<file path="config.mk">
export PLATFORM = sky130hd
export DESIGN_NAME = pob_top
export DESIGN_NICKNAME = d
export VERILOG_FILES = /design/src/pob_pkg.sv /design/src/pob_top.sv
export SDC_FILE = /design/constraint.sdc
export NUM_CORES = 1
export LEC_CHECK = 0
export BUFFER_PORTS_ARGS = -buffer_cell sky130_fd_sc_hd__buf_2
export CAP_MARGIN = 20
export CORE_MARGIN = 3
export CORE_UTILIZATION = 62
export CTS_CLUSTER_SIZE = 10
export DETAILED_ROUTE_END_ITERATION = 6
export PLACE_DENSITY = 0.85
export SETUP_SLACK_MARGIN = 0.4
export SYNTH_ARGS = -nofsm -noshare
export SYNTH_HDL_FRONTEND = slang
export SYNTH_SLANG_ARGS = --single-unit
</file>
<file path="constraint.sdc">
create_clock -name SYS_CLK -period 12.4 [get_ports SYS_CLK]
set_clock_uncertainty 0.05 [all_clocks]
set_input_delay 0.62 -clock SYS_CLK [delete_from_list [all_inputs] [get_ports SYS_CLK]]
set_output_delay 0.62 -clock SYS_CLK [all_outputs]
set_load 0.01 [all_outputs]
</file>
<file path="src/pob_pkg.sv">
// Package with register map, field positions, reset values and timing counts
`default_nettype none
package pob_pkg;
  localparam int          NUM_CH          = 4;
  localparam int          ADDR_W          = 8;
  // Register byte offsets
  localparam logic [7:0]  BRK_DEADTIME_OFS = 8'h00;
  localparam logic [7:0]  CTRL2_OFS        = 8'h04;
  localparam logic [7:0]  CC_ENABLE_OFS    = 8'h08;
  localparam logic [7:0]  TIMER_STATUS_OFS = 8'h0C;
  localparam logic [7:0]  IRQ_DMA_EN_OFS   = 8'h10;
  localparam logic [7:0]  EVENT_GEN_OFS    = 8'h14;
  // Break and dead-time register fields
  localparam int          DT_LSB          = 0;
  localparam int          LOCK_LSB        = 8;
  localparam int          IDLE_OSS_BIT    = 10;
  localparam int          RUN_OSS_BIT     = 11;
  localparam int          BRK_EN_BIT      = 12;
  localparam int          BRK_POL_BIT     = 13;
  localparam int          AUTO_OE_BIT     = 14;
  localparam int          MOE_BIT         = 15;
  // Enable register fields, four bits per channel
  localparam int          CC_STRIDE       = 4;
  localparam int          MAIN_EN_OFS     = 0;
  localparam int          MAIN_POL_OFS    = 1;
  localparam int          COMPL_EN_OFS    = 2;
  localparam int          COMPL_POL_OFS   = 3;
  // Status, enable and event fields
  localparam int          BRK_FLAG_BIT    = 0;
  localparam int          BRK_IRQ_EN_BIT  = 0;
  localparam int          BRK_DMA_EN_BIT  = 1;
  localparam int          SW_BRK_BIT      = 0;
  // Reset values
  localparam logic [15:0] BDTR_RST        = 16'h0000;
  localparam logic [7:0]  CTRL2_RST       = 8'h00;
  localparam logic [15:0] CCER_RST        = 16'h0000;
  // Extra dead-time after a break, caused by enable resynchronisation
  localparam int          BRK_DT_EXTRA    = 2;
  // AXI responses
  localparam logic [1:0]  RESP_OKAY       = 2'b00;
  localparam logic [1:0]  RESP_SLVERR     = 2'b10;
endpackage
`default_nettype wire

</file>
<file path="src/pob_top.sv">
// Output steering, dead-time and break logic of a complementary PWM channel group
//
// Decided for this implementation: the register offsets and register access over AXI4-Lite.
`timescale 1ns/1ps
`default_nettype none
module pob_top
  import pob_pkg::*;
(
  input  wire logic              SYS_CLK,
  input  wire logic              RST,
  input  wire logic [NUM_CH-1:0] REF_WAVE,
  input  wire logic              UPDATE_EVENT,
  input  wire logic              BRK_IN,
  input  wire logic              CLOCK_FAIL_MONITOR,
  output logic      [NUM_CH-1:0] MAIN_OUT,
  output logic      [NUM_CH-1:0] MAIN_OUT_OE,
  output logic      [NUM_CH-1:0] COMPL_OUT,
  output logic      [NUM_CH-1:0] COMPL_OUT_OE,
  output logic                   BRK_IRQ,
  output logic                   BRK_DMA_REQ,
  input  wire logic [ADDR_W-1:0] S_AXI_AWADDR,
  input  wire logic              S_AXI_AWVALID,
  output logic                   S_AXI_AWREADY,
  input  wire logic [31:0]       S_AXI_WDATA,
  input  wire logic [3:0]        S_AXI_WSTRB,
  input  wire logic              S_AXI_WVALID,
  output logic                   S_AXI_WREADY,
  output logic      [1:0]        S_AXI_BRESP,
  output logic                   S_AXI_BVALID,
  input  wire logic              S_AXI_BREADY,
  input  wire logic [ADDR_W-1:0] S_AXI_ARADDR,
  input  wire logic              S_AXI_ARVALID,
  output logic                   S_AXI_ARREADY,
  output logic      [31:0]       S_AXI_RDATA,
  output logic      [1:0]        S_AXI_RRESP,
  output logic                   S_AXI_RVALID,
  input  wire logic              S_AXI_RREADY
);

  typedef struct packed {
    logic [7:0]             dt;
    logic [1:0]             lock;
    logic                   lock_done;
    logic                   idle_off_state_sel;
    logic                   run_off_state_sel;
    logic                   brk_enable;
    logic                   brk_polarity;
    logic                   bk_pend;
    logic                   bke_new;
    logic                   bkp_new;
    logic                   auto_out_en;
    logic                   master_out_en;
    logic [7:0]             ois;
    logic [15:0]            ccer;
    logic                   flag;
    logic                   irq_en;
    logic                   dma_en;
    logic                   sw_brk;
    logic                   brk_s1;
    logic                   brk_s2;
    logic                   cf_s1;
    logic                   cf_s2;
    logic                   moe_s1;
    logic                   moe_s2;
    logic [NUM_CH-1:0]      ref_prev;
    logic [NUM_CH-1:0][7:0] dt_cnt;
    logic [8:0]             idle_cnt;
    logic [NUM_CH-1:0]      main_lvl;
    logic [NUM_CH-1:0]      compl_lvl;
    logic [NUM_CH-1:0]      main_oe;
    logic [NUM_CH-1:0]      compl_oe;
    logic                   awh;
    logic                   wh;
    logic [ADDR_W-1:0]      awaddr;
    logic [31:0]            wdata;
    logic [3:0]             wstrb;
    logic                   bvalid;
    logic [1:0]             bresp;
    logic                   rvalid;
    logic [1:0]             rresp;
    logic [31:0]            rdata;
  } pob_state_t;

  pob_state_t state_reg;
  pob_state_t state_next;

  logic       brk_async;
  logic       brk_lvl;
  logic       brk_ev;
  logic       moe_eff;
  logic       do_wr;
  logic       ar_take;
  logic [8:0] idle_lim;

  ////////////////////////////////////////////////////////////////////////////
  // Break detection
  // Raw pin path acts without the clock; synced path drives flags and enable
  assign brk_async = (state_reg.brk_enable & (BRK_IN == state_reg.brk_polarity)) | CLOCK_FAIL_MONITOR;
  assign brk_lvl   = (state_reg.brk_enable & (state_reg.brk_s2 == state_reg.brk_polarity)) | state_reg.cf_s2;
  assign brk_ev    = brk_lvl | state_reg.sw_brk;
  assign moe_eff   = state_reg.master_out_en & ~brk_async;
  assign idle_lim  = {1'b0, state_reg.dt} + 9'(BRK_DT_EXTRA);

  ////////////////////////////////////////////////////////////////////////////
  // Bus handshake
  assign S_AXI_AWREADY = ~state_reg.awh;
  assign S_AXI_WREADY  = ~state_reg.wh;
  assign S_AXI_ARREADY = ~state_reg.rvalid;
  assign S_AXI_BVALID  = state_reg.bvalid;
  assign S_AXI_BRESP   = state_reg.bresp;
  assign S_AXI_RVALID  = state_reg.rvalid;
  assign S_AXI_RRESP   = state_reg.rresp;
  assign S_AXI_RDATA   = state_reg.rdata;
  assign do_wr         = state_reg.awh & state_reg.wh & ~state_reg.bvalid;
  assign ar_take       = S_AXI_ARVALID & ~state_reg.rvalid;

  ////////////////////////////////////////////////////////////////////////////
  // Next state
  always_comb
  begin
    logic [31:0] wd;
    logic        mact;
    logic        cact;
    logic        ce;
    logic        cne;
    logic        cp;
    logic        cnp;
    wd         = 32'h0000_0000;
    mact       = 1'b0;
    cact       = 1'b0;
    ce         = 1'b0;
    cne        = 1'b0;
    cp         = 1'b0;
    cnp        = 1'b0;
    state_next = state_reg;

    // Synchronisers
    state_next.brk_s1 = BRK_IN;
    state_next.brk_s2 = state_reg.brk_s1;
    state_next.cf_s1  = CLOCK_FAIL_MONITOR;
    state_next.cf_s2  = state_reg.cf_s1;
    state_next.moe_s1 = moe_eff;
    state_next.moe_s2 = state_reg.moe_s1;
    state_next.sw_brk = 1'b0;

    // Delayed break enable and polarity
    if (state_reg.bk_pend)
    begin
      state_next.brk_enable     = state_reg.bke_new;
      state_next.brk_polarity     = state_reg.bkp_new;
      state_next.bk_pend = 1'b0;
    end

    // Write channel
    if (S_AXI_AWVALID & ~state_reg.awh)
    begin
      state_next.awh    = 1'b1;
      state_next.awaddr = S_AXI_AWADDR;
    end
    if (S_AXI_WVALID & ~state_reg.wh)
    begin
      state_next.wh    = 1'b1;
      state_next.wdata = S_AXI_WDATA;
      state_next.wstrb = S_AXI_WSTRB;
    end
    if (state_reg.bvalid & S_AXI_BREADY)
      state_next.bvalid = 1'b0;
    if (do_wr)
    begin
      state_next.awh    = 1'b0;
      state_next.wh     = 1'b0;
      state_next.bvalid = 1'b1;
      state_next.bresp  = RESP_OKAY;
      for (int b = 0; b < 4; b++)
        wd[b*8 +: 8] = state_reg.wstrb[b] ? state_reg.wdata[b*8 +: 8] : 8'h00;
      unique case (state_reg.awaddr)
        BRK_DEADTIME_OFS:
        begin
          if (state_reg.wstrb[0] && state_reg.lock == 2'b00)
            state_next.dt = wd[DT_LSB +: 8];
          if (state_reg.wstrb[1])
          begin
            if (!state_reg.lock_done)
            begin
              state_next.lock      = wd[LOCK_LSB +: 2];
              state_next.lock_done = 1'b1;
            end
            if (state_reg.lock < 2'd2)
            begin
              state_next.idle_off_state_sel = wd[IDLE_OSS_BIT];
              state_next.run_off_state_sel = wd[RUN_OSS_BIT];
            end
            if (state_reg.lock == 2'b00)
            begin
              state_next.bke_new = wd[BRK_EN_BIT];
              state_next.bkp_new = wd[BRK_POL_BIT];
              state_next.bk_pend = 1'b1;
              state_next.auto_out_en     = wd[AUTO_OE_BIT];
            end
            if (!wd[MOE_BIT])
              state_next.master_out_en = 1'b0;
            else if (!brk_ev)
              state_next.master_out_en = 1'b1;
          end
        end
        CTRL2_OFS:
          if (state_reg.wstrb[0] && state_reg.lock == 2'b00)
            state_next.ois = wd[7:0];
        CC_ENABLE_OFS:
          for (int i = 0; i < NUM_CH; i++)
          begin
            state_next.ccer[i*CC_STRIDE+MAIN_EN_OFS]  = wd[i*CC_STRIDE+MAIN_EN_OFS];
            state_next.ccer[i*CC_STRIDE+COMPL_EN_OFS] = wd[i*CC_STRIDE+COMPL_EN_OFS];
            if (state_reg.lock < 2'd2)
            begin
              state_next.ccer[i*CC_STRIDE+MAIN_POL_OFS]  = wd[i*CC_STRIDE+MAIN_POL_OFS];
              state_next.ccer[i*CC_STRIDE+COMPL_POL_OFS] = wd[i*CC_STRIDE+COMPL_POL_OFS];
            end
          end
        TIMER_STATUS_OFS:
          if (state_reg.wstrb[0] && !wd[BRK_FLAG_BIT] && !brk_lvl)
            state_next.flag = 1'b0;
        IRQ_DMA_EN_OFS:
          if (state_reg.wstrb[0])
          begin
            state_next.irq_en = wd[BRK_IRQ_EN_BIT];
            state_next.dma_en = wd[BRK_DMA_EN_BIT];
          end
        EVENT_GEN_OFS:
          state_next.sw_brk = state_reg.wstrb[0] & wd[SW_BRK_BIT];
        default:
          state_next.bresp = RESP_SLVERR;
      endcase
    end

    // Read channel
    if (state_reg.rvalid & S_AXI_RREADY)
      state_next.rvalid = 1'b0;
    if (ar_take)
    begin
      state_next.rvalid = 1'b1;
      state_next.rresp  = RESP_OKAY;
      unique case (S_AXI_ARADDR)
        BRK_DEADTIME_OFS: state_next.rdata = {16'h0000, state_reg.moe_s2, state_reg.auto_out_en,
                                              state_reg.brk_polarity, state_reg.brk_enable, state_reg.run_off_state_sel,
                                              state_reg.idle_off_state_sel, state_reg.lock, state_reg.dt};
        CTRL2_OFS:        state_next.rdata = {24'h00_0000, state_reg.ois};
        CC_ENABLE_OFS:    state_next.rdata = {16'h0000, state_reg.ccer};
        TIMER_STATUS_OFS: state_next.rdata = {31'h0000_0000, state_reg.flag};
        IRQ_DMA_EN_OFS:   state_next.rdata = {30'h0000_0000, state_reg.dma_en, state_reg.irq_en};
        EVENT_GEN_OFS:    state_next.rdata = 32'h0000_0000;
        default:
        begin
          state_next.rdata = 32'h0000_0000;
          state_next.rresp = RESP_SLVERR;
        end
      endcase
    end

    // Break flag and master enable; break wins over any clear or set
    if (brk_ev)
    begin
      state_next.flag = 1'b1;
      state_next.master_out_en  = 1'b0;
    end
    else if (state_reg.auto_out_en && UPDATE_EVENT)
      state_next.master_out_en = 1'b1;

    // Idle dead-time counter after master enable falls
    if (state_reg.master_out_en)
      state_next.idle_cnt = 9'h000;
    else if (state_reg.idle_cnt < idle_lim)
      state_next.idle_cnt = state_reg.idle_cnt + 9'h001;

    // Per-channel dead-time and steering
    for (int i = 0; i < NUM_CH; i++)
    begin
      ce  = state_reg.ccer[i*CC_STRIDE+MAIN_EN_OFS];
      cne = state_reg.ccer[i*CC_STRIDE+COMPL_EN_OFS];
      cp  = state_reg.ccer[i*CC_STRIDE+MAIN_POL_OFS];
      cnp = state_reg.ccer[i*CC_STRIDE+COMPL_POL_OFS];
      state_next.ref_prev[i] = REF_WAVE[i];
      if (REF_WAVE[i] != state_reg.ref_prev[i])
        state_next.dt_cnt[i] = state_reg.dt;
      else if (state_reg.dt_cnt[i] != 8'h00)
        state_next.dt_cnt[i] = state_reg.dt_cnt[i] - 8'h01;
      if (state_reg.master_out_en && !brk_ev)
      begin
        unique case ({ce, cne})
          2'b11:
          begin
            mact = REF_WAVE[i] & (state_next.dt_cnt[i] == 8'h00);
            cact = ~REF_WAVE[i] & (state_next.dt_cnt[i] == 8'h00);
          end
          2'b10:
          begin
            mact = REF_WAVE[i];
            cact = 1'b0;
          end
          2'b01:
          begin
            mact = 1'b0;
            cact = REF_WAVE[i];
          end
          2'b00:
          begin
            mact = 1'b0;
            cact = 1'b0;
          end
        endcase
        state_next.main_lvl[i]  = mact ^ cp;
        state_next.compl_lvl[i] = cact ^ cnp;
        state_next.main_oe[i]   = ce | state_reg.run_off_state_sel;
        state_next.compl_oe[i]  = cne | state_reg.run_off_state_sel;
      end
      else
      begin
        if (state_next.idle_cnt >= idle_lim)
        begin
          state_next.main_lvl[i]  = state_reg.ois[2*i];
          state_next.compl_lvl[i] = state_reg.ois[2*i+1];
          if ((state_reg.ois[2*i] != cp) && (state_reg.ois[2*i+1] != cnp))
            state_next.compl_lvl[i] = cnp;
        end
        else
        begin
          state_next.main_lvl[i]  = cp;
          state_next.compl_lvl[i] = cnp;
        end
        state_next.main_oe[i]  = state_reg.idle_off_state_sel & (ce | cne);
        state_next.compl_oe[i] = state_reg.idle_off_state_sel & (ce | cne);
      end
    end
  end

  always_ff @(posedge SYS_CLK)
  begin
    if (RST)
    begin
      state_reg          <= '0;
      state_reg.dt       <= BDTR_RST[7:0];
      state_reg.ois      <= CTRL2_RST;
      state_reg.ccer     <= CCER_RST;
      state_reg.idle_cnt <= 9'h1FF;
    end
    else
      state_reg <= state_next;
  end

  ////////////////////////////////////////////////////////////////////////////
  // Output stage with asynchronous break override
  generate
    for (genvar g = 0; g < NUM_CH; g++)
    begin : g_out
      logic cp_g;
      logic cnp_g;
      logic en_any;
      assign cp_g            = state_reg.ccer[g*CC_STRIDE+MAIN_POL_OFS];
      assign cnp_g           = state_reg.ccer[g*CC_STRIDE+COMPL_POL_OFS];
      assign en_any          = state_reg.ccer[g*CC_STRIDE+MAIN_EN_OFS]
                             | state_reg.ccer[g*CC_STRIDE+COMPL_EN_OFS];
      assign MAIN_OUT[g]     = (brk_async & state_reg.master_out_en) ? cp_g : state_reg.main_lvl[g];
      assign COMPL_OUT[g]    = (brk_async & state_reg.master_out_en) ? cnp_g : state_reg.compl_lvl[g];
      assign MAIN_OUT_OE[g]  = (brk_async & state_reg.master_out_en) ? (state_reg.idle_off_state_sel & en_any)
                                                           : state_reg.main_oe[g];
      assign COMPL_OUT_OE[g] = (brk_async & state_reg.master_out_en) ? (state_reg.idle_off_state_sel & en_any)
                                                           : state_reg.compl_oe[g];
    end
  endgenerate

  assign BRK_IRQ     = state_reg.flag & state_reg.irq_en;
  assign BRK_DMA_REQ = state_reg.flag & state_reg.dma_en;

  logic [NUM_CH-1:0] main_act;
  logic [NUM_CH-1:0] compl_act;
  logic              bdtr_wr;
  generate
    for (genvar a = 0; a < NUM_CH; a++)
    begin : g_act
      assign main_act[a]  = MAIN_OUT_OE[a] & (MAIN_OUT[a] != state_reg.ccer[a*CC_STRIDE+1]);
      assign compl_act[a] = COMPL_OUT_OE[a] & (COMPL_OUT[a] != state_reg.ccer[a*CC_STRIDE+3]);
    end
  endgenerate
  assign bdtr_wr = do_wr & (state_reg.awaddr == BRK_DEADTIME_OFS) & state_reg.wstrb[1];
endmodule // pob_top
`default_nettype wire

</file>
After elaboration in Yosys (flattened, before gate mapping):

Cells that the tools add are included.

* mux-type cells: 103
* order comparisons: 3
* add/sub/neg operators: 6
* reduce and logical (&&, ||, !) cells: 59
* eq/ne operators: 37
* bitwise gates (word level): 61

Operators with widths (count)
* $mux W8: 12
* $pmux W16 S5: 1
* $mux W1: 69
* $logic_not A8 Y1: 6
* $mux W35: 1
* $mux W33: 1
* $eq A8 B4 Y1 const B: 4
* $eq A8 B5 Y1 const B: 4
* $reduce_bool A8 Y1: 4
* $sub A8 B1 Y8 const B: 4
* $and A1 B1 Y1: 26
* $pmux W1 S3: 8
* $reduce_or A2 Y1: 10
* $mux W9: 2
* $reduce_and A3 Y1: 6
* $eq A2 B2 Y1 const B: 8
* $eq A8 B3 Y1 const B: 2
* $mux W16: 1
* $reduce_and A4 Y1: 4
* $reduce_bool A2 Y1: 8
* $or A1 B1 Y1: 15
* $ne A1 B1 Y1: 12
* $not A1 Y1: 12
* $reduce_or A6 Y1: 2
* other kinds (18): 47

* input bits: 66
* output and inout port bits: 59
* logic and storage cells: 314
* register bits: 181

Logic depth before layout (Yosys ltp):

* depth after elaboration: 10
* gate-level depth with buffers: 20

Worst setup path before layout:

OpenSTA, ideal clock, no wires.

* kind: register to register
* start point: register state_reg[194] (netlist bit)
* end point: register state_reg[94] (netlist bit)
* setup time: 0.074 ns
* path slack: 7.767 ns
* required time: 12.276 ns
* arrival: 4.509 ns
* clock period less this slack: 4.633 ns
* cell stages (with the launch flop): 20
* path through: dfxtp_1 > clkbuf_1 > nand3_1 > xor2_1 > ha_1 > a211oi_1 > o211ai_1 > and2_1 > maj3_2 > a211oi_1 > xnor2_1 > nor2_1 > ha_1 > a2111oi_0 > a21oi_1 > a31o_2 > a2bb2oi_1 > a21oi_1 > a21o_1 > a31oi_1

RTL lines
* start, declared: RTL line pob_top.sv:84 `pob_state_t state_reg;`
* start signal, assigned: RTL line pob_top.sv:347 `state_reg <= state_next;`

==> impl_metrics.csv <==
group,metric,value,unit
routing,ant_nets,0,
timing,rsz0062_at_grt,"no",
floorplanning,rows,42,
final_layout,area_growth,10.2,%
yosys,yosysTopAreaCellShare,0.373,
power,max-vdd-ir-drop,0.124,mV
timing,period_minus_slack,5510,ps
cts,clockBufferDepth,2,
yosys,ys_ff_latch,163,
yosys,synth_cell_type_count,76,
routing,drt_iter0_drc,648,
worst_setup_path,timing.critical_path.slowest_cell_delay,690,ps
routing,first_pass_iters,7,
worst_setup_path,cp_max_fo,12,
floorplanning,core-area,13500,um^2
status,status,"completed",
final_layout,layout-drive-gt1-share,0.138,
routing,vias,7877,
yosys,yosys_warnings,0,
timing,maxSlewHeadroom,0.328,
power,p_comb_frac,0.309,
floorplanning,die_h,125,um
grt,grt_overflow,0,
min_path,hold_path.class,"input pin to register",
worst_setup_path,path_buf_inv,0,
place,gp_congestion,0.945,
power,leakage,0.00392,uW
final_layout,largest_register_ffs,132,
worst_setup_path,cp_top_family,"compound AO/OA/AOI/OAI gates",
grt,track_usage,0.278,
yosys,yosys-top-cells-area,"dfxtp_1 37%, nand2_1 6.5%, a21oi_1 5.3%",
timing,hold_viol_final,0,
job,cap_violations,0,
grt,grt_max_degree,97,
cts,ctsRootBufferMaster,"clkbuf_16",
routing,drc,0,
worst_setup_path,path_class,"register to register",
timing,layout_worst_path_cycle_share,0.444,
cts,h-tree-depth,4,
power,power_switching,592,uW
timing,report.final.slew_viol_count,0,
floorplanning,die_x,125,um
timing,setup_violations,0,
timing,max_freq,181,MHz
routing,routed_via_density,6.03,
cts,clock-sinks,163,
yosys,synthesis.area,8750,um^2
power,power.density,178,nW/um^2
yosys,ys.flop_type,"dfxtp_1",
floorplanning,start_util,0.648,
worst_setup_path,cp.required,12710,ps
final_layout,antennaDiodeCount,0,
worst_setup_path,cp.arrival,5820,ps
timing,tightestPinTransition,1010,ps
cts,hold_buffers,0,
yosys,async_reset_ff_frac,0,
cts,post_cts_buffers,0,
place,dp_hpwl,15300,um
cts,cts_tree,"yes",
routing,drt_wl_total,22000,um
final_layout,utilization,0.715,
cts,cts_made_buffers,17,
place,portBuffers,88,
power,switching_share,0.344,
yosys,synth_edf_count,0,
worst_setup_path,cp_cell_sequence,"nand3_1, xor2_1, ha_1, a211oi_1, o211ai_1, and2_1, maj3_2, a211oi_1, xnor2_1, nor2_1, ha_1, a2111oi_0, a21oi_1, a31o_2, a2bb2oi_1, a21oi_1, a21o_1, a31oi_1",
grt,antenna_found_initial,0,
timing,tns,0,ps
worst_setup_path,slowest_stage,"dfxtp_1",
power,p_int,1130,uW
yosys,yosysMostFrequentCell,"dfxtp_1",
floorplanning,ios,125,
cts,clk_latency,430,ps
worst_setup_path,crit_path_end_kind,"register",
power,p_clk_frac,0.328,
final_layout,nFillCells,1035,
routing,wl_per_cell,16.9,um
power,p_seq_frac,0.362,
cts,post_cts_resized,0,
floorplanning,dieArea,15600,um^2
worst_setup_path,startpoint_type,"register",
yosys,syn-instance-count,1082,
grt,grt_pass1_wl,35700,um
yosys,synth_commonest_cells,"163 x dfxtp_1, 152 x nand2_1, 98 x nor2_1, 93 x a21oi_1, 45 x mux2i_1",
grt,grt_pass1_vias,7397,
power,power,1720,uW
final_layout,final_nets,1209,
cts,clk_pin_slew,70,ps
yosys,postSynthAreaPerCell,8.09,um^2
yosys,yosys.area.top_type,"dfxtp_1",
yosys,seq_area_frac_synth,0.373,
-- power groups by stage --
stage                     sequential, uW  clock [uW]  combinational [uW]
after floorplan                      618           0                 447
after global placement               630           0                 509
after detailed placement             632           0                 523
after CTS                            622         571                 529
after global routing                 632         592                 595
final                                624         566                 533
-- through the flow --
stage / setup slack, ps / std cells / hold WS [ps] / area (um^2)
4_1_cts: 7020 / 1306 / 297 / 9650
6_report: 6890 / 1307 / 306 / 9650
5_1_grt: 6540 / 1307 / 311 / 9650
3_5_place_dp: 7110 / 1274 / 370 / 9010
3_3_place_gp: 7140 / 1273 / 367 / 9000
2_1_floorplan: 7770 / 1099 / 364 / 8820
-- layout make-up --
| type | count | area [um^2] | area share |
|---|---|---|---|
| tap | 176 | 220 | 0.0228 |
| clock inverter | 15 | 213 | 0.0220 |
| clock buffer | 17 | 425 | 0.0441 |
| timing repair buffer | 91 | 467 | 0.0484 |
| multi-input combinational | 820 | 4970 | 0.515 |
| sequential | 163 | 3260 | 0.338 |
| inverter | 25 | 93.8 | 0.00972 |
-- placed cells by master, fill, tap and decap left out, types with 10 or more instances in the layout --
cell	instances
o21ai_0	32
nand2b_1	15
nor2b_1	32
nand3_1	43
mux2_2	10
a21oi_1	93
or3_1	10
buf_2	87
xor2_1	14
and2_1	14
a31oi_1	13
mux2i_1	45
ha_1	25
inv_1	24
conb_1	18
a211oi_1	12
nor3_1	22
nor4_1	12
xnor2_1	30
o211ai_1	10
nand2_1	152
clkbuf_16	17
a22oi_1	15
dfxtp_1	163
nor2_1	98
-- metal layers --
metal	vias to the layer above	GRT usage	part of all wire	wire length, um
met1	3708	0.357	0.42	9180
met3	62	0.0562	0.069	1510
li1	3813	-	-	-
met2	294	0.458	0.48	10600
met5	-	0	0	0
met4	0	0.114	0.031	692
-- worst paths after layout --
kind / to / slack (ps) / cells after the start / start
worst max register to register: state_reg[94] / 6890 / 18 / state_reg[194]
worst min register to register: state_reg[149] / 380 / 1 / state_next[149]
worst min-delay path: S_AXI_RVALID / 310 / 2 / S_AXI_RREADY
worst max-delay path: state_reg[94] / 6890 / 18 / state_reg[194]
-- cells by family after synthesis --
family / after synthesis / share of synthesized area
AO/OA/AOI/OAI: 219 / 0.156
XOR/XNOR: 44 / 0.0440
adder cells (fa/ha/maj): 26 / 0.0370
buffers and inverters: 116 / 0.0669
flip-flops: 163 / 0.373
multiplexers: 56 / 0.0669
other: 1 / 0.000428
AND/OR/NAND/NOR: 457 / 0.256
Power figures use the tool's default switching activity.
